===== src/fci_pkg.sv =====
/*
 * Constants, field layouts and carrier types for the host-side controller
 * of a parallel boot-block flash. Assumes a 100 MHz clock and an APB
 * master reaching the controller's own registers.
 */
package fci_pkg;

    localparam int unsigned CLK_MHZ       = 100;
    localparam int unsigned ADDR_W        = 20;
    localparam int unsigned DATA_W        = 16;
    localparam int unsigned SYNC_STAGES   = 2;

    // bus timing in ns, converted to whole cycles rounding up
    localparam int unsigned T_SETUP_NS    = 20;
    localparam int unsigned T_STROBE_NS   = 60;
    localparam int unsigned T_ACCESS_NS   = 90;
    localparam int unsigned T_RECOVER_NS  = 30;
    localparam int unsigned T_SETUP_CYC   = (T_SETUP_NS * CLK_MHZ + 999) / 1000;
    localparam int unsigned T_STROBE_CYC  = (T_STROBE_NS * CLK_MHZ + 999) / 1000;
    localparam int unsigned T_ACCESS_CYC  = (T_ACCESS_NS * CLK_MHZ + 999) / 1000 + SYNC_STAGES;
    localparam int unsigned T_RECOVER_CYC = (T_RECOVER_NS * CLK_MHZ + 999) / 1000;

    // flash command codes
    localparam logic [7:0] CMD_READ_ARRAY   = 8'hff;
    localparam logic [7:0] CMD_READ_ID      = 8'h90;
    localparam logic [7:0] CMD_READ_STATUS  = 8'h70;
    localparam logic [7:0] CMD_CLEAR_STATUS = 8'h50;
    localparam logic [7:0] CMD_ERASE_SETUP  = 8'h20;
    localparam logic [7:0] CMD_CONFIRM      = 8'hd0;
    localparam logic [7:0] CMD_PROG_SETUP   = 8'h40;
    localparam logic [7:0] CMD_PROG_ALT     = 8'h10;
    localparam logic [7:0] CMD_SUSPEND      = 8'hb0;

    // operation codes in the control register
    localparam logic [3:0] OP_READ_ARRAY   = 4'h0;
    localparam logic [3:0] OP_READ_ID      = 4'h1;
    localparam logic [3:0] OP_READ_STATUS  = 4'h2;
    localparam logic [3:0] OP_CLEAR_STATUS = 4'h3;
    localparam logic [3:0] OP_ERASE        = 4'h4;
    localparam logic [3:0] OP_PROGRAM      = 4'h5;
    localparam logic [3:0] OP_SUSPEND      = 4'h6;
    localparam logic [3:0] OP_RESUME       = 4'h7;
    localparam logic [3:0] OP_READ         = 4'h8;
    localparam logic [3:0] OP_PROGRAM_ALT  = 4'h9;

    // register byte offsets
    localparam logic [7:0] REG_CTRL   = 8'h00;
    localparam logic [7:0] REG_ADDR   = 8'h04;
    localparam logic [7:0] REG_WDATA  = 8'h08;
    localparam logic [7:0] REG_STATUS = 8'h0c;
    localparam logic [7:0] REG_RDATA  = 8'h10;
    localparam logic [7:0] REG_PINS   = 8'h14;

    // status register fields
    localparam int unsigned ST_BUSY     = 0;
    localparam int unsigned ST_RB_READY = 1;
    localparam int unsigned ST_OP_ERR   = 2;
    localparam int unsigned ST_DONE     = 3;

    // pin control fields
    localparam int unsigned PIN_WP      = 0;
    localparam int unsigned PIN_RP      = 1;
    localparam int unsigned PIN_RP_HV   = 2;
    localparam logic [2:0]  PINS_RESET  = 3'h2;

    typedef struct packed {
        logic              ce_n;
        logic              oe_n;
        logic              we_n;
        logic              write_protect_n;
        logic              reset_powerdown_n;
        logic              rp_high_voltage_en;
        logic [ADDR_W-1:0] addr;
        logic [DATA_W-1:0] dq_out;
        logic              dq_oe;
    } fci_pins_t;

    typedef struct packed {
        logic       valid;
        logic       rd;
        logic       use_wdata;
        logic [7:0] code;
    } fci_cyc_t;

endpackage : fci_pkg


===== src/fci_host_ctrl.sv =====
/*
 * Host-side controller for a parallel boot-block flash: software starts
 * command sequences through APB registers, the controller plays them out
 * as chip-enable / output-enable / write-enable bus cycles.
 * Assumes dq_in and ready_busy_in arrive asynchronously from the pins and
 * that the board pulls the open-drain ready/busy line high.
 */
// The APB interface to the registers and the placing of the registers were chosen for this implementation.
`timescale 1ns/1ps
module fci_host_ctrl
    import fci_pkg::*;
(
    input  wire logic              clock,
    input  wire logic              rst_b,
    input  wire logic              psel,
    input  wire logic              penable,
    input  wire logic              pwrite,
    input  wire logic [7:0]        paddr,
    input  wire logic [31:0]       pwdata,
    output logic                   pready,
    output logic                   pslverr,
    output logic [31:0]            prdata,
    output fci_pins_t              pins,
    input  wire logic [DATA_W-1:0] dq_in,
    input  wire logic              ready_busy_in
);

    typedef enum logic [1:0] {S_IDLE, S_SETUP, S_STROBE, S_RECOVER} fci_state_t;

    // one bus cycle of each operation; an invalid step ends the sequence
    function automatic fci_cyc_t op_step(input logic [3:0] op, input logic idx);
        fci_cyc_t c;
        c = '0;
        case (op)
            OP_READ_ARRAY:   c = idx ? '0 : fci_cyc_t'{1'b1, 1'b0, 1'b0, CMD_READ_ARRAY};
            OP_READ_ID:      c = idx ? fci_cyc_t'{1'b1, 1'b1, 1'b0, 8'h00}
                                     : fci_cyc_t'{1'b1, 1'b0, 1'b0, CMD_READ_ID};
            OP_READ_STATUS:  c = idx ? fci_cyc_t'{1'b1, 1'b1, 1'b0, 8'h00}
                                     : fci_cyc_t'{1'b1, 1'b0, 1'b0, CMD_READ_STATUS};
            OP_CLEAR_STATUS: c = idx ? '0 : fci_cyc_t'{1'b1, 1'b0, 1'b0, CMD_CLEAR_STATUS};
            OP_ERASE:        c = idx ? fci_cyc_t'{1'b1, 1'b0, 1'b0, CMD_CONFIRM}
                                     : fci_cyc_t'{1'b1, 1'b0, 1'b0, CMD_ERASE_SETUP};
            OP_PROGRAM:      c = idx ? fci_cyc_t'{1'b1, 1'b0, 1'b1, 8'h00}
                                     : fci_cyc_t'{1'b1, 1'b0, 1'b0, CMD_PROG_SETUP};
            OP_PROGRAM_ALT:  c = idx ? fci_cyc_t'{1'b1, 1'b0, 1'b1, 8'h00}
                                     : fci_cyc_t'{1'b1, 1'b0, 1'b0, CMD_PROG_ALT};
            OP_SUSPEND:      c = idx ? '0 : fci_cyc_t'{1'b1, 1'b0, 1'b0, CMD_SUSPEND};
            OP_RESUME:       c = idx ? '0 : fci_cyc_t'{1'b1, 1'b0, 1'b0, CMD_CONFIRM};
            OP_READ:         c = idx ? '0 : fci_cyc_t'{1'b1, 1'b1, 1'b0, 8'h00};
            default:         c = '0;
        endcase
        return c;
    endfunction : op_step

    // only defined codes ever reach the flash
    function automatic logic op_known(input logic [3:0] op);
        fci_cyc_t c;
        c = op_step(op, 1'b0);
        return c.valid;
    endfunction : op_known

    fci_state_t         state_q;
    logic [7:0]         cnt_q;
    logic               idx_q;
    logic [3:0]         op_q;
    logic [ADDR_W-1:0]  addr_q;
    logic [DATA_W-1:0]  wdata_q;
    logic [DATA_W-1:0]  rdata_q;
    logic [2:0]         pinctl_q;
    logic               op_err_q;
    logic               done_q;
    logic [DATA_W-1:0]  dq_s1_q;
    logic [DATA_W-1:0]  dq_s2_q;
    logic               rb_s1_q;
    logic               rb_s2_q;
    fci_cyc_t           cyc;
    fci_cyc_t           nxt;
    logic               acc;
    logic               wr_ctrl;
    logic               busy;
    logic               seq_end;
    logic               mapped;

    assign cyc     = op_step(op_q, idx_q);
    assign nxt     = op_step(op_q, 1'b1);
    assign busy    = (state_q != S_IDLE);
    assign acc     = psel & penable & pready;
    assign mapped  = (paddr == REG_CTRL) | (paddr == REG_ADDR) | (paddr == REG_WDATA)
                   | (paddr == REG_STATUS) | (paddr == REG_RDATA) | (paddr == REG_PINS);
    // refusal is decided at setup; busy may fall before the access edge, so honour the answer given
    assign wr_ctrl = acc & pwrite & (paddr == REG_CTRL) & ~pslverr & ~busy;
    assign seq_end = (state_q == S_RECOVER) && (cnt_q == 8'h00) && (idx_q || !nxt.valid);

    // pin inputs are asynchronous: two flops before anything reads them
    always_ff @(posedge clock or negedge rst_b)
    begin
        if (!rst_b)
        begin
            dq_s1_q <= '0;
            dq_s2_q <= '0;
            rb_s1_q <= 1'b0;
            rb_s2_q <= 1'b0;
        end
        else
        begin
            dq_s1_q <= dq_in;
            dq_s2_q <= dq_s1_q;
            rb_s1_q <= ready_busy_in;
            rb_s2_q <= rb_s1_q;
        end
    end

    // apb slave: pready rises one cycle after setup, no extra waits
    always_ff @(posedge clock or negedge rst_b)
    begin
        if (!rst_b)
        begin
            pready  <= 1'b0;
            pslverr <= 1'b0;
            prdata  <= '0;
        end
        else
        begin
            pready  <= psel & ~penable;
            pslverr <= psel & ~penable & (~mapped | (pwrite & (paddr == REG_CTRL) & busy));
            if (psel && !penable && !pwrite)
            begin
                case (paddr)
                    REG_CTRL:   prdata <= {28'h0000000, op_q};
                    REG_ADDR:   prdata <= {12'h000, addr_q};
                    REG_WDATA:  prdata <= {16'h0000, wdata_q};
                    REG_STATUS: prdata <= {28'h0000000, done_q, op_err_q, rb_s2_q, busy};
                    REG_RDATA:  prdata <= {16'h0000, rdata_q};
                    REG_PINS:   prdata <= {29'h00000000, pinctl_q};
                    default:    prdata <= '0;
                endcase
            end
        end
    end

    // software-written configuration; address and data frozen while busy
    always_ff @(posedge clock or negedge rst_b)
    begin
        if (!rst_b)
        begin
            addr_q   <= '0;
            wdata_q  <= '0;
            pinctl_q <= PINS_RESET;
        end
        else if (acc && pwrite && !busy)
        begin
            if (paddr == REG_ADDR)
                addr_q <= pwdata[ADDR_W-1:0];
            if (paddr == REG_WDATA)
                wdata_q <= pwdata[DATA_W-1:0];
            if (paddr == REG_PINS)
                pinctl_q <= pwdata[2:0];
        end
    end

    // sticky flags: hardware set wins over a same-cycle write-one clear
    always_ff @(posedge clock or negedge rst_b)
    begin
        if (!rst_b)
        begin
            op_err_q <= 1'b0;
            done_q   <= 1'b0;
        end
        else
        begin
            if (wr_ctrl && !op_known(pwdata[3:0]))
                op_err_q <= 1'b1;
            else if (acc && pwrite && paddr == REG_STATUS && pwdata[ST_OP_ERR])
                op_err_q <= 1'b0;
            if (seq_end)
                done_q <= 1'b1;
            else if (acc && pwrite && paddr == REG_STATUS && pwdata[ST_DONE])
                done_q <= 1'b0;
        end
    end

    // bus cycle sequencer
    always_ff @(posedge clock or negedge rst_b)
    begin
        if (!rst_b)
        begin
            state_q <= S_IDLE;
            cnt_q   <= '0;
            idx_q   <= 1'b0;
            op_q    <= OP_READ_ARRAY;
            rdata_q <= '0;
        end
        else
        begin
            case (state_q)
                S_IDLE:
                begin
                    if (wr_ctrl && op_known(pwdata[3:0]))
                    begin
                        op_q    <= pwdata[3:0];
                        idx_q   <= 1'b0;
                        cnt_q   <= 8'(T_SETUP_CYC - 1);
                        state_q <= S_SETUP;
                    end
                end
                S_SETUP:
                begin
                    if (cnt_q == 8'h00)
                    begin
                        cnt_q   <= cyc.rd ? 8'(T_ACCESS_CYC - 1) : 8'(T_STROBE_CYC - 1);
                        state_q <= S_STROBE;
                    end
                    else
                        cnt_q <= cnt_q - 8'h01;
                end
                S_STROBE:
                begin
                    if (cnt_q == 8'h00)
                    begin
                        if (cyc.rd)
                            rdata_q <= dq_s2_q;
                        cnt_q   <= 8'(T_RECOVER_CYC - 1);
                        state_q <= S_RECOVER;
                    end
                    else
                        cnt_q <= cnt_q - 8'h01;
                end
                S_RECOVER:
                begin
                    if (cnt_q != 8'h00)
                        cnt_q <= cnt_q - 8'h01;
                    else if (seq_end)
                        state_q <= S_IDLE;
                    else
                    begin
                        idx_q   <= 1'b1;
                        cnt_q   <= 8'(T_SETUP_CYC - 1);
                        state_q <= S_SETUP;
                    end
                end
                default:
                    state_q <= S_IDLE;
            endcase
        end
    end

    // pin drivers; enables go high in recovery so status relatches next read
    always_ff @(posedge clock or negedge rst_b)
    begin
        if (!rst_b)
            pins <= '{1'b1, 1'b1, 1'b1, 1'b0, 1'b1, 1'b0, '0, '0, 1'b0};
        else
        begin
            pins.write_protect_n    <= pinctl_q[PIN_WP];
            pins.reset_powerdown_n  <= pinctl_q[PIN_RP];
            pins.rp_high_voltage_en <= pinctl_q[PIN_RP_HV];
            pins.addr               <= addr_q;
            pins.ce_n               <= !(state_q == S_SETUP || state_q == S_STROBE);
            pins.oe_n               <= !(state_q == S_STROBE && cyc.rd);
            pins.we_n               <= !(state_q == S_STROBE && !cyc.rd);
            pins.dq_oe              <= (state_q == S_SETUP || state_q == S_STROBE) && !cyc.rd;
            pins.dq_out             <= cyc.use_wdata ? wdata_q : {8'h00, cyc.code};
        end
    end

endmodule : fci_host_ctrl


===== config.mk =====
export PLATFORM = sky130hd
export DESIGN_NAME = fci_host_ctrl
export DESIGN_NICKNAME = d
export VERILOG_FILES = /design/src/fci_pkg.sv /design/src/fci_host_ctrl.sv
export SDC_FILE = /design/constraint.sdc
export NUM_CORES = 1
export LEC_CHECK = 0
export BUFFER_PORTS_ARGS = -buffer_cell sky130_fd_sc_hd__buf_2
export CAP_MARGIN = 20
export CORE_MARGIN = 2
export CORE_UTILIZATION = 40
export CTS_CLUSTER_DIAMETER = 200
export DETAILED_ROUTE_END_ITERATION = 10
export PLACE_DENSITY = 0.58
export SETUP_SLACK_MARGIN = 0.3
export SYNTH_ARGS = -nofsm -noshare
export SYNTH_HDL_FRONTEND = slang
export SYNTH_SLANG_ARGS = --single-unit

===== constraint.sdc =====
create_clock -name clock -period 3.1 [get_ports clock]
set_input_delay 0.465 -clock clock [delete_from_list [all_inputs] [get_ports clock]]
set_output_delay 0.465 -clock clock [all_outputs]
set_load 0.005 [all_outputs]

Word level (Yosys, flattened, before mapping). Memories as Yosys holds them, arrays and structs flattened. Cells that the tools add are included.

Register bits after elaboration: 183. Latch bits: 0. RAM bits: 0. Bits in read-only memories: 416. Output and inout bits: 77. Logic and storage cells: 150. Memories kept: 3.

$add $sub $neg: 1. $mul: 0. Div/mod/pow operators: 0. Magnitude comparators: 0. Equal/unequal tests: 23. Shifts and indexed selects: 0. Mux-type cells: 35. Bitwise logic cells: 20. Reductions and logical operators: 42.

Memory list: (name not given) (words 16, width 10, rd ports 1, clocked after memory_dff 0, wr ports 0, RTL line fci_host_ctrl.sv:34) `case (op)`; (name not given) (words 16, width 10, rd ports 1, clocked after memory_dff 0, wr ports 0, RTL line fci_host_ctrl.sv:34); (name not given) (words 16, width 6, rd ports 1, clocked after memory_dff 0, wr ports 0, RTL line fci_host_ctrl.sv:34).

Operators by type and width (number): one-hot mux 20 bit (6 select lines) (1); one-hot mux 10 bit (10 select lines) (1); two-way mux 8 bit (9); one-hot mux 8 bit (4 select lines) (1); two-way mux 10 bit (3); two-way mux 9 bit (2); equality test 4 x 3 -> 1 bit (second input constant) (4); equality test 8 x 4 -> 1 bit (second input constant) (2); equality test 8 x 5 -> 1 bit (second input constant) (2); zero test 8 bit (2); two-way mux 16 bit (1); logical AND 1 bit (14); two-way mux 11 bit (1); AND 1 bit (10); inequality test 2 bit (second input constant) (5); AND reduction 2 bit (5); zero test 1 bit (9); equality test 4 x 2 -> 1 bit (second input constant) (2); equality test 4 bit (second input constant) (2); equality test 8 x 3 -> 1 bit (second input constant) (1); two-way mux 1 bit (8); two-way mux 2 bit (4); one-hot mux 2 bit (4 select lines) (1); AND reduction 4 bit (2); other kinds (16) (29).

Depth between registers and ports, before layout. Gate-level depths: netlist (run 1).

Depth after elaboration: 9. Mapped depth: 9. Gate-level depth less buffers: 7.

Worst setup path before layout (run 1). OpenSTA, ideal clock, no wires.

Kind: register to register. From: register cnt_q[5]. To: register cnt_q[1]. Arrival: 2.094 ns. Required time: 2.975 ns. Slack: 0.881 ns. Stages on the path, launching flop included: 7. Cell sequence: dfrtp_1 > or4_4 > nor3_4 > and3_4 > or2_1 > buf_6 > mux2_4.

Word-level cells in the longest chain between the ends: 5. Elaborated cells on any way between the ends: 10. Those cells by class: eq/ne: 1; mux: 4; reduce/logical: 5.

RTL lines: from (decl) (RTL line fci_host_ctrl.sv:63) `logic [7:0] cnt_q;`; from (signal assigned) (RTL line fci_host_ctrl.sv:202) `cnt_q <= 8'(T_SETUP_CYC - 1);`; from (signal assigned) (RTL line fci_host_ctrl.sv:210) `cnt_q <= cyc.rd ? 8'(T_ACCESS_CYC - 1) : 8'(T_STROBE_CYC - 1);`; from (signal assigned) (RTL line fci_host_ctrl.sv:214) `cnt_q <= cnt_q - 8'h01;`; zero test 8 bit (RTL line fci_host_ctrl.sv:92, fci_host_ctrl.sv:208, fci_host_ctrl.sv:218); logical AND 1 bit (2 in a row) (RTL line fci_host_ctrl.sv:92) `assign seq_end = (state_q == S_RECOVER) && (cnt_q == 8'h00) && (idx_q || !nxt.valid);`; inequality test 3 x 2 -> 1 bit (no line); AND reduction 2 bit (no line).

Several ways; a longest one is shown, not always the timed one. A chain may end at the register's enable or synchronous reset.

Worst setup path in the final report (run 1).
From: register state_q[0]. To: register addr_q[7].

Word-level cells in the longest chain between the ends: 4.

RTL lines: from (decl) (RTL line fci_host_ctrl.sv:62) `fci_state_t state_q;`; from (signal assigned) (RTL line fci_host_ctrl.sv:187) `state_q <= S_IDLE;`; from (signal assigned) (RTL line fci_host_ctrl.sv:203) `state_q <= S_SETUP;`; from (signal assigned) (RTL line fci_host_ctrl.sv:211) `state_q <= S_STROBE;`; nonzero test 2 bit (RTL line fci_host_ctrl.sv:86) `assign busy = (state_q != S_IDLE);`; zero test 1 bit (RTL line fci_host_ctrl.sv:150) `else if (acc && pwrite && !busy)`; logical AND 1 bit (RTL line fci_host_ctrl.sv:150); AND reduction 2 bit (no line); to (signal assigned) (RTL line fci_host_ctrl.sv:153) `addr_q <= pwdata[ADDR_W-1:0];`; to (decl) (RTL line fci_host_ctrl.sv:66) `logic [ADDR_W-1:0] addr_q;`.

Every way passes these cells.

==> reports/results.ini, run 1 <==
[grt]
grt_max_degree = 110
track_usage = 0.179
overflow = 0
grt_pass1_wl_um = 24800
grt_pass1_vias = 4681
antenna_found_initial = 3

[floorplan]
die_h_um = 136
die-area_mm2 = 0.0184
io_pins = 139
initial_utilization = 0.405
fp-row-count = 48
die_x_um = 136
core_mm2 = 0.0171

[cells_and_area]
drive_gt1_frac = 0.346
areaGrowthSynthToFinish_pct = 21.1
nets = 749
final_common_cell = dfrtp_1
final_cell_area_mm2 = 0.00839
final_cell_mix = 166 x dfrtp_1, 113 x buf_2, 60 x mux2_2
stdcell_count = 917

[sta]
drv_slew = 0
rsz0062_at_grt = no
tns_ps = 0
finalHoldViolCount = 0
period_minus_slack_ps = 2510
finClkSkew_ps = 8.49
slew_headroom = 0.363
tightest_slew_ps = 956
fmax_ghz = 0.398
fin_crit_sh = 0.810
setup_viol = 0

[setup_path]
critPathArrivalTime_ps = 2830
worstPathCellList = inv_1 > ha_1 > inv_1 > or2_2 > nor3_2 > buf_12 > mux2_2
required_ps = 3420
path_common_cell = inv_1
r2r_slack_ps = 590
reg2reg_depth = 7
endpoint_kind = flip-flop
cp_max_fo = 16
start_kind = flip-flop
crit_slowest_cell = nor3_2
critical-path-max-stage-delay_ps = 510
r2r_start = state_q[0]
worstSetupPathType = flip-flop to flip-flop
worstSetupStartpoint = state_q[0]
r2r-end = addr_q[7]

[hold_path]
holdPathEnd = dq_s1_q[6]
holdCritStartpoint = dq_in[6]
hp-class = input port to flip-flop
min_path_cells = 1

[detailed_routing]
vias = 4672
post-route-drc-count = 0
totalWireLength_um = 15600
drt_iter0_drc = 247
firstDrtPassIters = 5
ant_nets = 0
vias_per_cell = 5.09
wire_per_inst_um = 17.1

[clock_network]
clock-root-buffer = clkbuf_16
cts_tree = done
cts-resized-gates = 0
cts_max_level = 4
cts_sinks = 171
clk_pin_slew_worst_paths_ps = 70
post_cts_buffers = 0
postCtsHoldBufs = 0
insertion_delay_ps = 440
cts_made_buffers = 17
clockBufferDepth = 2

[power_and_ir_drop]
p_leak_nw = 4.10
p_per_area_mw_per_mm2 = 685
irDropWorstVdd_mv = 0.431
power.total_mw = 5.75

[logic_synthesis]
yosys.area.top_type = dfrtp_1
synthTopCellsByArea = dfrtp_1 60%, mux2_2 9.7%, nand2_1 2.5%
ys_ff_latch = 171
synth_edf_count = 0
yosys_warnings = 0
yosysUniqueCellTypes = 57
synthCells = 557
synth_seq_area_share = 0.618
synthesis.area_mm2 = 0.00693
synth_ff_type = dfrtp_1
synth_top_area_share = 0.599
synthArstFlopShare = 1.00
avgSynthCellArea_um2 = 12.4

[run]
max-cap-violations = 0

[placement]
place.gp.congestion = 0.826
dp_hpwl_um = 11200
placed_cells = 882
placed_area_mm2 = 0.00775
port_buffers = 114

[outcome]
status = finished clean

[critical path, delay by kind of cell, from the launching register on]
kind                     cells  cell delay (ps)
flip-flops                   1              410
multiplexers                 1              350
buffers and inverters        3              540
adder cells (fa/ha/maj)      1              210
AND/OR/NAND/NOR              2              880
[synthesized netlist by cell type (3+ instances only)]
cell type,number
dfrtp_1,166
mux2_2,60
nand2_1,47
a21oi_1,31
o21ai_0,30
nor2_1,23
clkbuf_1,19
nand3_1,17
nor3_1,13
buf_4,12
inv_1,11
ha_1,10
nand4b_1,10
and2_1,9
mux2i_1,7
nand2b_1,7
o31ai_1,6
a21o_1,5
dfstp_2,5
a2bb2oi_1,4
a31oi_1,4
nor4_1,4
o22ai_1,4
or2_2,4
a32oi_1,3
buf_2,3
nand3b_1,3
[sequential cells by signal, summed over array words and instances, names as in the netlist]
| signal | count |
|---|---|
| idx_q | 1 |
| rdata_q | 16 |
| pready | 1 |
| addr_q | 20 |
| op_err_q | 1 |
| pins | 43 |
| state_q | 2 |
| dq_s1_q | 16 |
| cnt_q | 8 |
| done_q | 1 |
| wdata_q | 16 |
| op_q | 4 |
| rb_s2_q | 1 |
| prdata | 20 |
| pinctl_q | 3 |
| rb_s1_q | 1 |
| pslverr | 1 |
| dq_s2_q | 16 |
[report_power, final]
| part | internal, mW | switching (mW) |
|---|---|---|
| sequential | 2.39 | 0.105 |
| combinational | 0.429 | 0.601 |
| clock | 1.23 | 0.986 |
| total | 4.06 | 1.69 |
[metal layers]
metal  wire, µm  global-route usage
met1       6840               0.230
met2       7440               0.278
met3       1020              0.0584
met4        349              0.0781
met5          0                   0
[layout make-up]
cell class | count | area, µm²
flip-flops and latches | 171 | 4290
clock buffers | 17 | 425
fillers | 1541 | 8720
inverters | 12 | 45.0
well taps | 225 | 282
repair buffers | 127 | 707
diodes | 2 | 5.00
multi-input cells | 348 | 2450
clock inverters | 15 | 193
[per-stage QoR]
stage,hold WS [ps],utilization,setup slack (ps)
2_1_floorplan,169,-,881
3_3_place_gp,332,0.453,567
3_5_place_dp,335,0.453,563
4_1_cts,113,0.489,542
5_1_grt,114,0.490,409
6_report,133,0.490,589
[worst max-delay path by stage]
stage | end | slack [ps]
after floorplan | cnt_q[1] | 880
after global placement | cnt_q[1] | 570
after detailed placement | cnt_q[1] | 560
after CTS | cnt_q[1] | 540
after global routing | rdata_q[7] | 410
final | addr_q[7] | 590
[cells by family (layout without fill, tap and decap cells)]
family | count (synthesis) | in the layout | share of synthesized area
xor gates and xnor gates | 2 | 2 | 0.00253
and+or+nand+nor | 155 | 155 | 0.122
buffers and inverters | 49 | 171 | 0.0357
AOI/OAI and AO/OA | 99 | 99 | 0.0868
other | 1 | 14 | 0.000541
muxes | 70 | 70 | 0.116
DFF | 171 | 171 | 0.618
adders and majority gates | 10 | 10 | 0.0181
No activity file was read; power rests on OpenSTA's default activity.
==> run 2: changes to the inputs <==
--- a/config.mk
+++ b/config.mk
@@ -11,7 +11,7 @@
 export CORE_UTILIZATION = 40
 export CTS_CLUSTER_DIAMETER = 200
 export DETAILED_ROUTE_END_ITERATION = 10
-export PLACE_DENSITY = 0.58
+export PLACE_DENSITY = 0.6
 export SETUP_SLACK_MARGIN = 0.3
 export SYNTH_ARGS = -nofsm -noshare
 export SYNTH_HDL_FRONTEND = slang
==> constraint.sdc (replaced) <==
create_clock -name clock -period 2.28 [get_ports clock]
set_input_delay 0.342 -clock clock [delete_from_list [all_inputs] [get_ports clock]]
set_output_delay 0.342 -clock clock [all_outputs]
set_load 0.005 [all_outputs]
==> run 2 against run 1 <==
  * Setup slack lost 290 ps
  * Flip-flop and latch count is the same
  * Largest cell class unchanged
  * Critical path depth shrank 2
  * Sequential share of layout area shrank 3.4 points
  * Clock power grew 33%
==> reports/results.ini, run 2 (synthesis results as in run 1) <==
[cells_and_area]
largest-register = pins
areaGrowthSynthToFinish_pct = 29.8
stdcell_count = 965  ; +5.2%
drive_gt1_frac = 0.396  ; +0.0493
final_common_cell = dfrtp_1
multi_input_area_mm2 = 0.00257  ; +4.8%
fillCellCount = 1521  ; -1.3%
reg_top3 = pins (43), addr_q (20), prdata (20)
largest_register_ffs = 43  ; unchanged
nets = 797  ; +6.4%
final-seq-area_mm2 = 0.00429  ; +0.15%
final_cell_mix = 161 x dfrtp_1, 113 x buf_2, 60 x mux2_2

[grt]
antenna_found_initial = 3  ; unchanged
overflow = 0  ; unchanged
grt_pass1_vias = 4892  ; +4.5%
grt_pass1_wl_um = 26300  ; +6.1%
grt_max_degree = 60  ; -45%
track_usage = 0.189  ; +0.0102

[power_and_ir_drop]
irDropWorstVdd_mv = 0.522  ; +21%
p_per_area_mw_per_mm2 = 910  ; +33%
power.total_mw = 8.19  ; +42%
p_leak_nw = 4.38  ; +6.9%

[sta]
slew_headroom = 0.616  ; +0.254
fmax_ghz = 0.503  ; +26%
tightest_slew_ps = 575  ; -381 ps
period_minus_slack_ps = 1990  ; -525 ps
tns_ps = 0  ; unchanged
finalHoldViolCount = 0  ; unchanged
fin_crit_sh = 0.871  ; +0.0610
setup_viol = 0  ; unchanged
drv_slew = 0  ; unchanged
finClkSkew_ps = 11.9  ; +3.43 ps
rsz0062_at_grt = yes

[setup_path]
start_kind = flip-flop
reg2reg_depth = 5  ; -2
r2r-end = cnt_q[1]
crit_slowest_cell = or4_4
critical-path-max-stage-delay_ps = 560  ; +50 ps
r2r_start = cnt_q[4]
worstPathCellList = or4_4 > nor3_4 > and3_4 > or2_4 > mux2_4
path_buf_inv = 0  ; -3
required_ps = 2600  ; -820 ps
cp_max_fo = 7  ; -9
critPathTopFamily = simple AND/OR/NAND/NOR gates
critPathArrivalTime_ps = 2300  ; -530 ps
r2r_slack_ps = 290  ; -290 ps
worstSetupPathType = flip-flop to flip-flop
endpoint_kind = flip-flop

[run]
max-cap-violations = 0  ; unchanged

[placement]
dp_hpwl_um = 11500  ; +3.3%
place.gp.congestion = 0.869  ; +5.2%
placed_cells = 898  ; +1.8%
port_buffers = 114  ; unchanged

[detailed_routing]
post-route-drc-count = 0  ; unchanged
vias_per_cell = 5.11  ; +0.33%
totalWireLength_um = 16700  ; +6.9%
vias = 4933  ; +5.6%
ant_nets = 0  ; unchanged
wire_per_inst_um = 17.3  ; +1.6%
drt_iter0_drc = 330  ; +34%
firstDrtPassIters = 6  ; +1

[floorplan]
core_mm2 = 0.0171  ; unchanged
die-area_mm2 = 0.0184  ; unchanged
initial_utilization = 0.405  ; unchanged
die_x_um = 136  ; unchanged
die_h_um = 136  ; unchanged
io_pins = 139  ; unchanged
fp-row-count = 48  ; unchanged

[hold_path]
min_path_cells = 2  ; +1
holdCritStartpoint = pwdata[19]
holdPathEnd = addr_q[19]
hp-class = input port to flip-flop

[clock_network]
cts_made_buffers = 17  ; unchanged
cts_max_level = 4  ; unchanged
clockBufferDepth = 2  ; unchanged
cts_sinks = 171  ; unchanged
insertion_delay_ps = 440  ; about the same
clock-root-buffer = clkbuf_16
cts_tree = done
clk_pin_slew_worst_paths_ps = 60  ; about the same

[outcome]
status = finished clean

run 2: cell types whose count changed in the layout (fill, tap and decap cells not counted), sizes merged, moves of 2 or more:
cell         before  now
clkinv            3    5
dlygate4sd3       0   18
inv              21   18
buf             127  156
clkbuf           17   19
run 2: how the worst max path moves through the flow:
stage                      end  slack [ps]     start  cells past startpoint
floorplan             cnt_q[1]         160  cnt_q[4]                      6
global placement      cnt_q[1]         190  cnt_q[5]                      5
detailed placement    cnt_q[1]         160   op_q[1]                      7
CTS                   cnt_q[1]         280  cnt_q[4]                      5
finish                cnt_q[1]         290  cnt_q[4]                      5
global route        rdata_q[6]         260  cnt_q[4]                      5
run 2: layout make-up:
cell class | instances | share of cell area
Antenna cell | 2 | 0.000556
Multi-Input combinational cell | 349 | 0.285
Timing Repair Buffer | 174 | 0.131
Clock buffer | 19 | 0.0503
Sequential cell | 171 | 0.477
Tap cell | 225 | 0.0313
Inverter | 12 | 0.00501
Clock inverter | 13 | 0.0191
run 2: metal layers:
metal  routed length (µm)  GRT usage  up-vias
met2                 8090      0.297      149
met5                    0          0        -
met4                  345     0.0729        0
met3                 1060     0.0509       29
li1                     -          -     2301
met1                 7240      0.252     2454
run 2: repair_timing:
item / in CTS / in global routing
hold endpoints to repair: 70 / 0
endpoints found under the setup margin: 60 / 50
resized for setup: 17 / 21
cloned: 2 / 0
hold buffers: 18 / 0
setup buffers: 5 / 8
pin swaps: 2 / 9
run 2: stage by stage:
stage / cell area [µm²] / worst slack (ps) / hold WS [ps] / utilization
2_1_floorplan: 6990 / 162 / 46.4 / -
3_3_place_gp: 7910 / 187 / 332 / 0.462
3_5_place_dp: 7910 / 157 / 335 / 0.462
4_1_cts: 8830 / 283 / 128 / 0.516
5_1_grt: 9000 / 258 / 135 / 0.526
6_report: 9000 / 294 / 144 / 0.526
run 2: power breakdown:
group	internal (mW)	switching [mW]	total [mW]
registers	3.26	0.126	3.38
clock network	1.64	1.33	2.96
logic	0.839	1.00	1.84
==> run 3: changes to the inputs <==
--- a/config.mk
+++ b/config.mk
@@ -7,12 +7,15 @@
 export LEC_CHECK = 0
 export BUFFER_PORTS_ARGS = -buffer_cell sky130_fd_sc_hd__buf_2
 export CAP_MARGIN = 20
+export CELL_PAD_IN_SITES_DETAIL_PLACEMENT = 1
+export CELL_PAD_IN_SITES_GLOBAL_PLACEMENT = 1
 export CORE_MARGIN = 2
-export CORE_UTILIZATION = 40
+export CORE_UTILIZATION = 39
 export CTS_CLUSTER_DIAMETER = 200
 export DETAILED_ROUTE_END_ITERATION = 10
-export PLACE_DENSITY = 0.6
+export PLACE_DENSITY = 0.72
 export SETUP_SLACK_MARGIN = 0.3
+export SKIP_CTS_REPAIR_TIMING = 1
 export SYNTH_ARGS = -nofsm -noshare
 export SYNTH_HDL_FRONTEND = slang
 export SYNTH_SLANG_ARGS = --single-unit
==> run 3 against run 2 <==
  * Cell count fell by 0.83%
  * Setup slack got worse by 54 ps
  * Flip-flop and latch count unchanged
  * Clock skew down 4.1 ps
  * Clock power fell by 7.8%
  * Total power fell by 2.8%
  * Worst hold slack got worse by 130 ps
  * Sequential share of layout area grew 1.0 points
  * Sequential power is essentially flat
  * Critical endpoint unchanged
  * Die area rose by 2.5%
  * Highest routed layer unchanged
==> reports/results.ini, run 3 (synthesis results as in run 1) <==
[outcome]
status = finished clean

[placement]
port_buffers = 114  ; unchanged
place.gp.congestion = 0.832  ; -4.3%
place_ws_ps = 94.4  ; -62.8 ps
dp_hpwl_um = 12700  ; +9.9%

[sta]
tightest_slew_ps = 603  ; +27.5 ps
slew_headroom = 0.597  ; -0.0198
finClkSkew_ps = 7.79  ; -4.12 ps
fmax_ghz = 0.490  ; -2.7%
period_minus_slack_ps = 2040  ; +54.3 ps
whs_ps = 10.8  ; -133 ps
finalHoldViolCount = 0  ; unchanged
setup_viol = 0  ; unchanged
tns_ps = 0  ; unchanged
rsz0062_at_grt = yes
fin_crit_sh = 0.895  ; +0.0238
timing.final.ws_setup_ps = 239  ; -54.3 ps
drv_slew = 0  ; unchanged

[power_and_ir_drop]
p_leak_nw = 4.30  ; -1.9%
seqPwrFrac = 0.428  ; +0.015
irDropWorstVdd_mv = 0.532  ; +1.8%
clkPwrFrac = 0.344  ; -0.018
power.internal_mw = 5.49  ; -4.3%
combPwrFrac = 0.228  ; +0.003
swShare = 0.311  ; +0.0110
p_per_area_mw_per_mm2 = 904  ; -0.69%
switchingPower_mw = 2.47  ; +0.80%

[run]
max-cap-violations = 0  ; unchanged

[setup_path]
cp_max_fo = 6  ; -1
critPathArrivalTime_ps = 2360  ; +60 ps
critPathTopFamily = simple AND/OR/NAND/NOR gates
worstSetupPathType = flip-flop to flip-flop
endpoint_kind = flip-flop
path_buf_inv = 0  ; unchanged
worstPathCellList = or4_4 > nor3_4 > and3_4 > or2_4 > mux2_4
critical-path-max-stage-delay_ps = 530  ; -30 ps
crit_slowest_cell = or4_4
start_kind = flip-flop
required_ps = 2600  ; about the same

[detailed_routing]
firstDrtPassIters = 4  ; -2
ant_nets = 0  ; unchanged
vias = 4982  ; +0.99%
drt_iter0_drc = 282  ; -15%
vias_per_cell = 5.21  ; +1.8%
wire_per_inst_um = 19.7  ; +14%
post-route-drc-count = 0  ; unchanged
totalWireLength_um = 18900  ; +13%

[clock_network]
clk_pin_slew_worst_paths_ps = 70  ; about the same
cts_tree = done
cts_sinks = 171  ; unchanged
cts_max_level = 4  ; unchanged
insertion_delay_ps = 430  ; about the same
clock-root-buffer = clkbuf_16
clockBufferDepth = 2  ; unchanged
cts_made_buffers = 17  ; unchanged

[cells_and_area]
final_common_cell = dfrtp_1
diodes = 0  ; -2
areaGrowthSynthToFinish_pct = 27.1
final_cell_mix = 160 x dfrtp_1, 113 x buf_2, 59 x mux2_2
nets = 791  ; -0.75%
largest-register = pins
fillCellCount = 1829  ; +20%
largest_register_ffs = 43  ; unchanged
reg_top3 = pins (43), addr_q (20), prdata (20)
drive_gt1_frac = 0.398  ; +0.00188

[floorplan]
die_x_um = 137  ; +1.2%
core_mm2 = 0.0174  ; +1.4%
io_pins = 139  ; unchanged
die-area_mm2 = 0.0189  ; +2.5%
initial_utilization = 0.399  ; -0.00560
die_h_um = 137  ; +1.2%
fp-row-count = 48  ; unchanged

[grt]
grt_pass1_wl_um = 28400  ; +7.8%
antenna_found_initial = 0  ; -3
grt_max_degree = 58  ; -3.3%
track_usage = 0.201  ; +0.0120
overflow = 0  ; unchanged
grt_pass1_vias = 5153  ; +5.3%

[hold_path]
hp-class = input port to flip-flop

## run 3: changes by cell type in the layout (fill, tap and decap cells not counted), sizes merged
| cell | delta |
|---|---|
| bufinv | -1 |
| clkinvlp | +2 |
| dlygate4sd3 | -7 |
| diode | -2 |
## run 3: per-layer routing
layer / global-route usage / vias to the layer above / share of wire
met1: 0.256 / 2556 / 0.42
li1: - / 2268 / -
met5: 0 / - / 0
met3: 0.0416 / 31 / 0.045
met4: 0.0802 / 0 / 0.020
met2: 0.336 / 127 / 0.52
## run 3: per-stage QoR
stage / util / power (mW) / instances / instance area (µm²)
2_1_floorplan: - / 4.42 / 568 / 6990
3_3_place_gp: 0.454 / 4.88 / 898 / 7890
3_5_place_dp: 0.454 / 4.98 / 898 / 7890
4_1_cts: 0.486 / 7.74 / 930 / 8440
5_1_grt: 0.508 / 8.36 / 957 / 8810
6_report: 0.508 / 7.96 / 957 / 8810
## run 3: power groups by stage
stage | Clock, mW | Sequential (mW) | Combinational, mW
floorplan | 0 | 3.43 | 0.986
global placement | 0 | 3.43 | 1.45
detailed placement | 0 | 3.45 | 1.53
CTS | 2.80 | 3.39 | 1.55
global route | 2.92 | 3.44 | 2.01
finish | 2.73 | 3.41 | 1.82
## run 3: cell type report
| class | count | area [µm²] | area share |
|---|---|---|---|
| Clock inverter | 14 | 128 | 0.0145 |
| Tap cell | 225 | 282 | 0.0320 |
| Clock buffer | 18 | 429 | 0.0487 |
| Multi-Input combinational cell | 349 | 2550 | 0.289 |
| Inverter | 12 | 52.6 | 0.00597 |
| Sequential cell | 171 | 4290 | 0.487 |
| Timing Repair Buffer | 168 | 1080 | 0.122 |
## run 3: worst paths after layout
path / start / to / slack, ps / cells after the start
setup / recovery: cnt_q[4] / cnt_q[1] / 240 / 5
hold / removal: dq_in[9] / dq_s1_q[9] / 10 / 1
setup reg to reg: cnt_q[4] / cnt_q[1] / 240 / 5
hold reg to reg: rb_s1_q / rb_s2_q / 350 / 0
max in group asynchronous: rst_b / pins[42] / 1130 / 3
min in group asynchronous: rst_b / rb_s1_q / 410 / 2
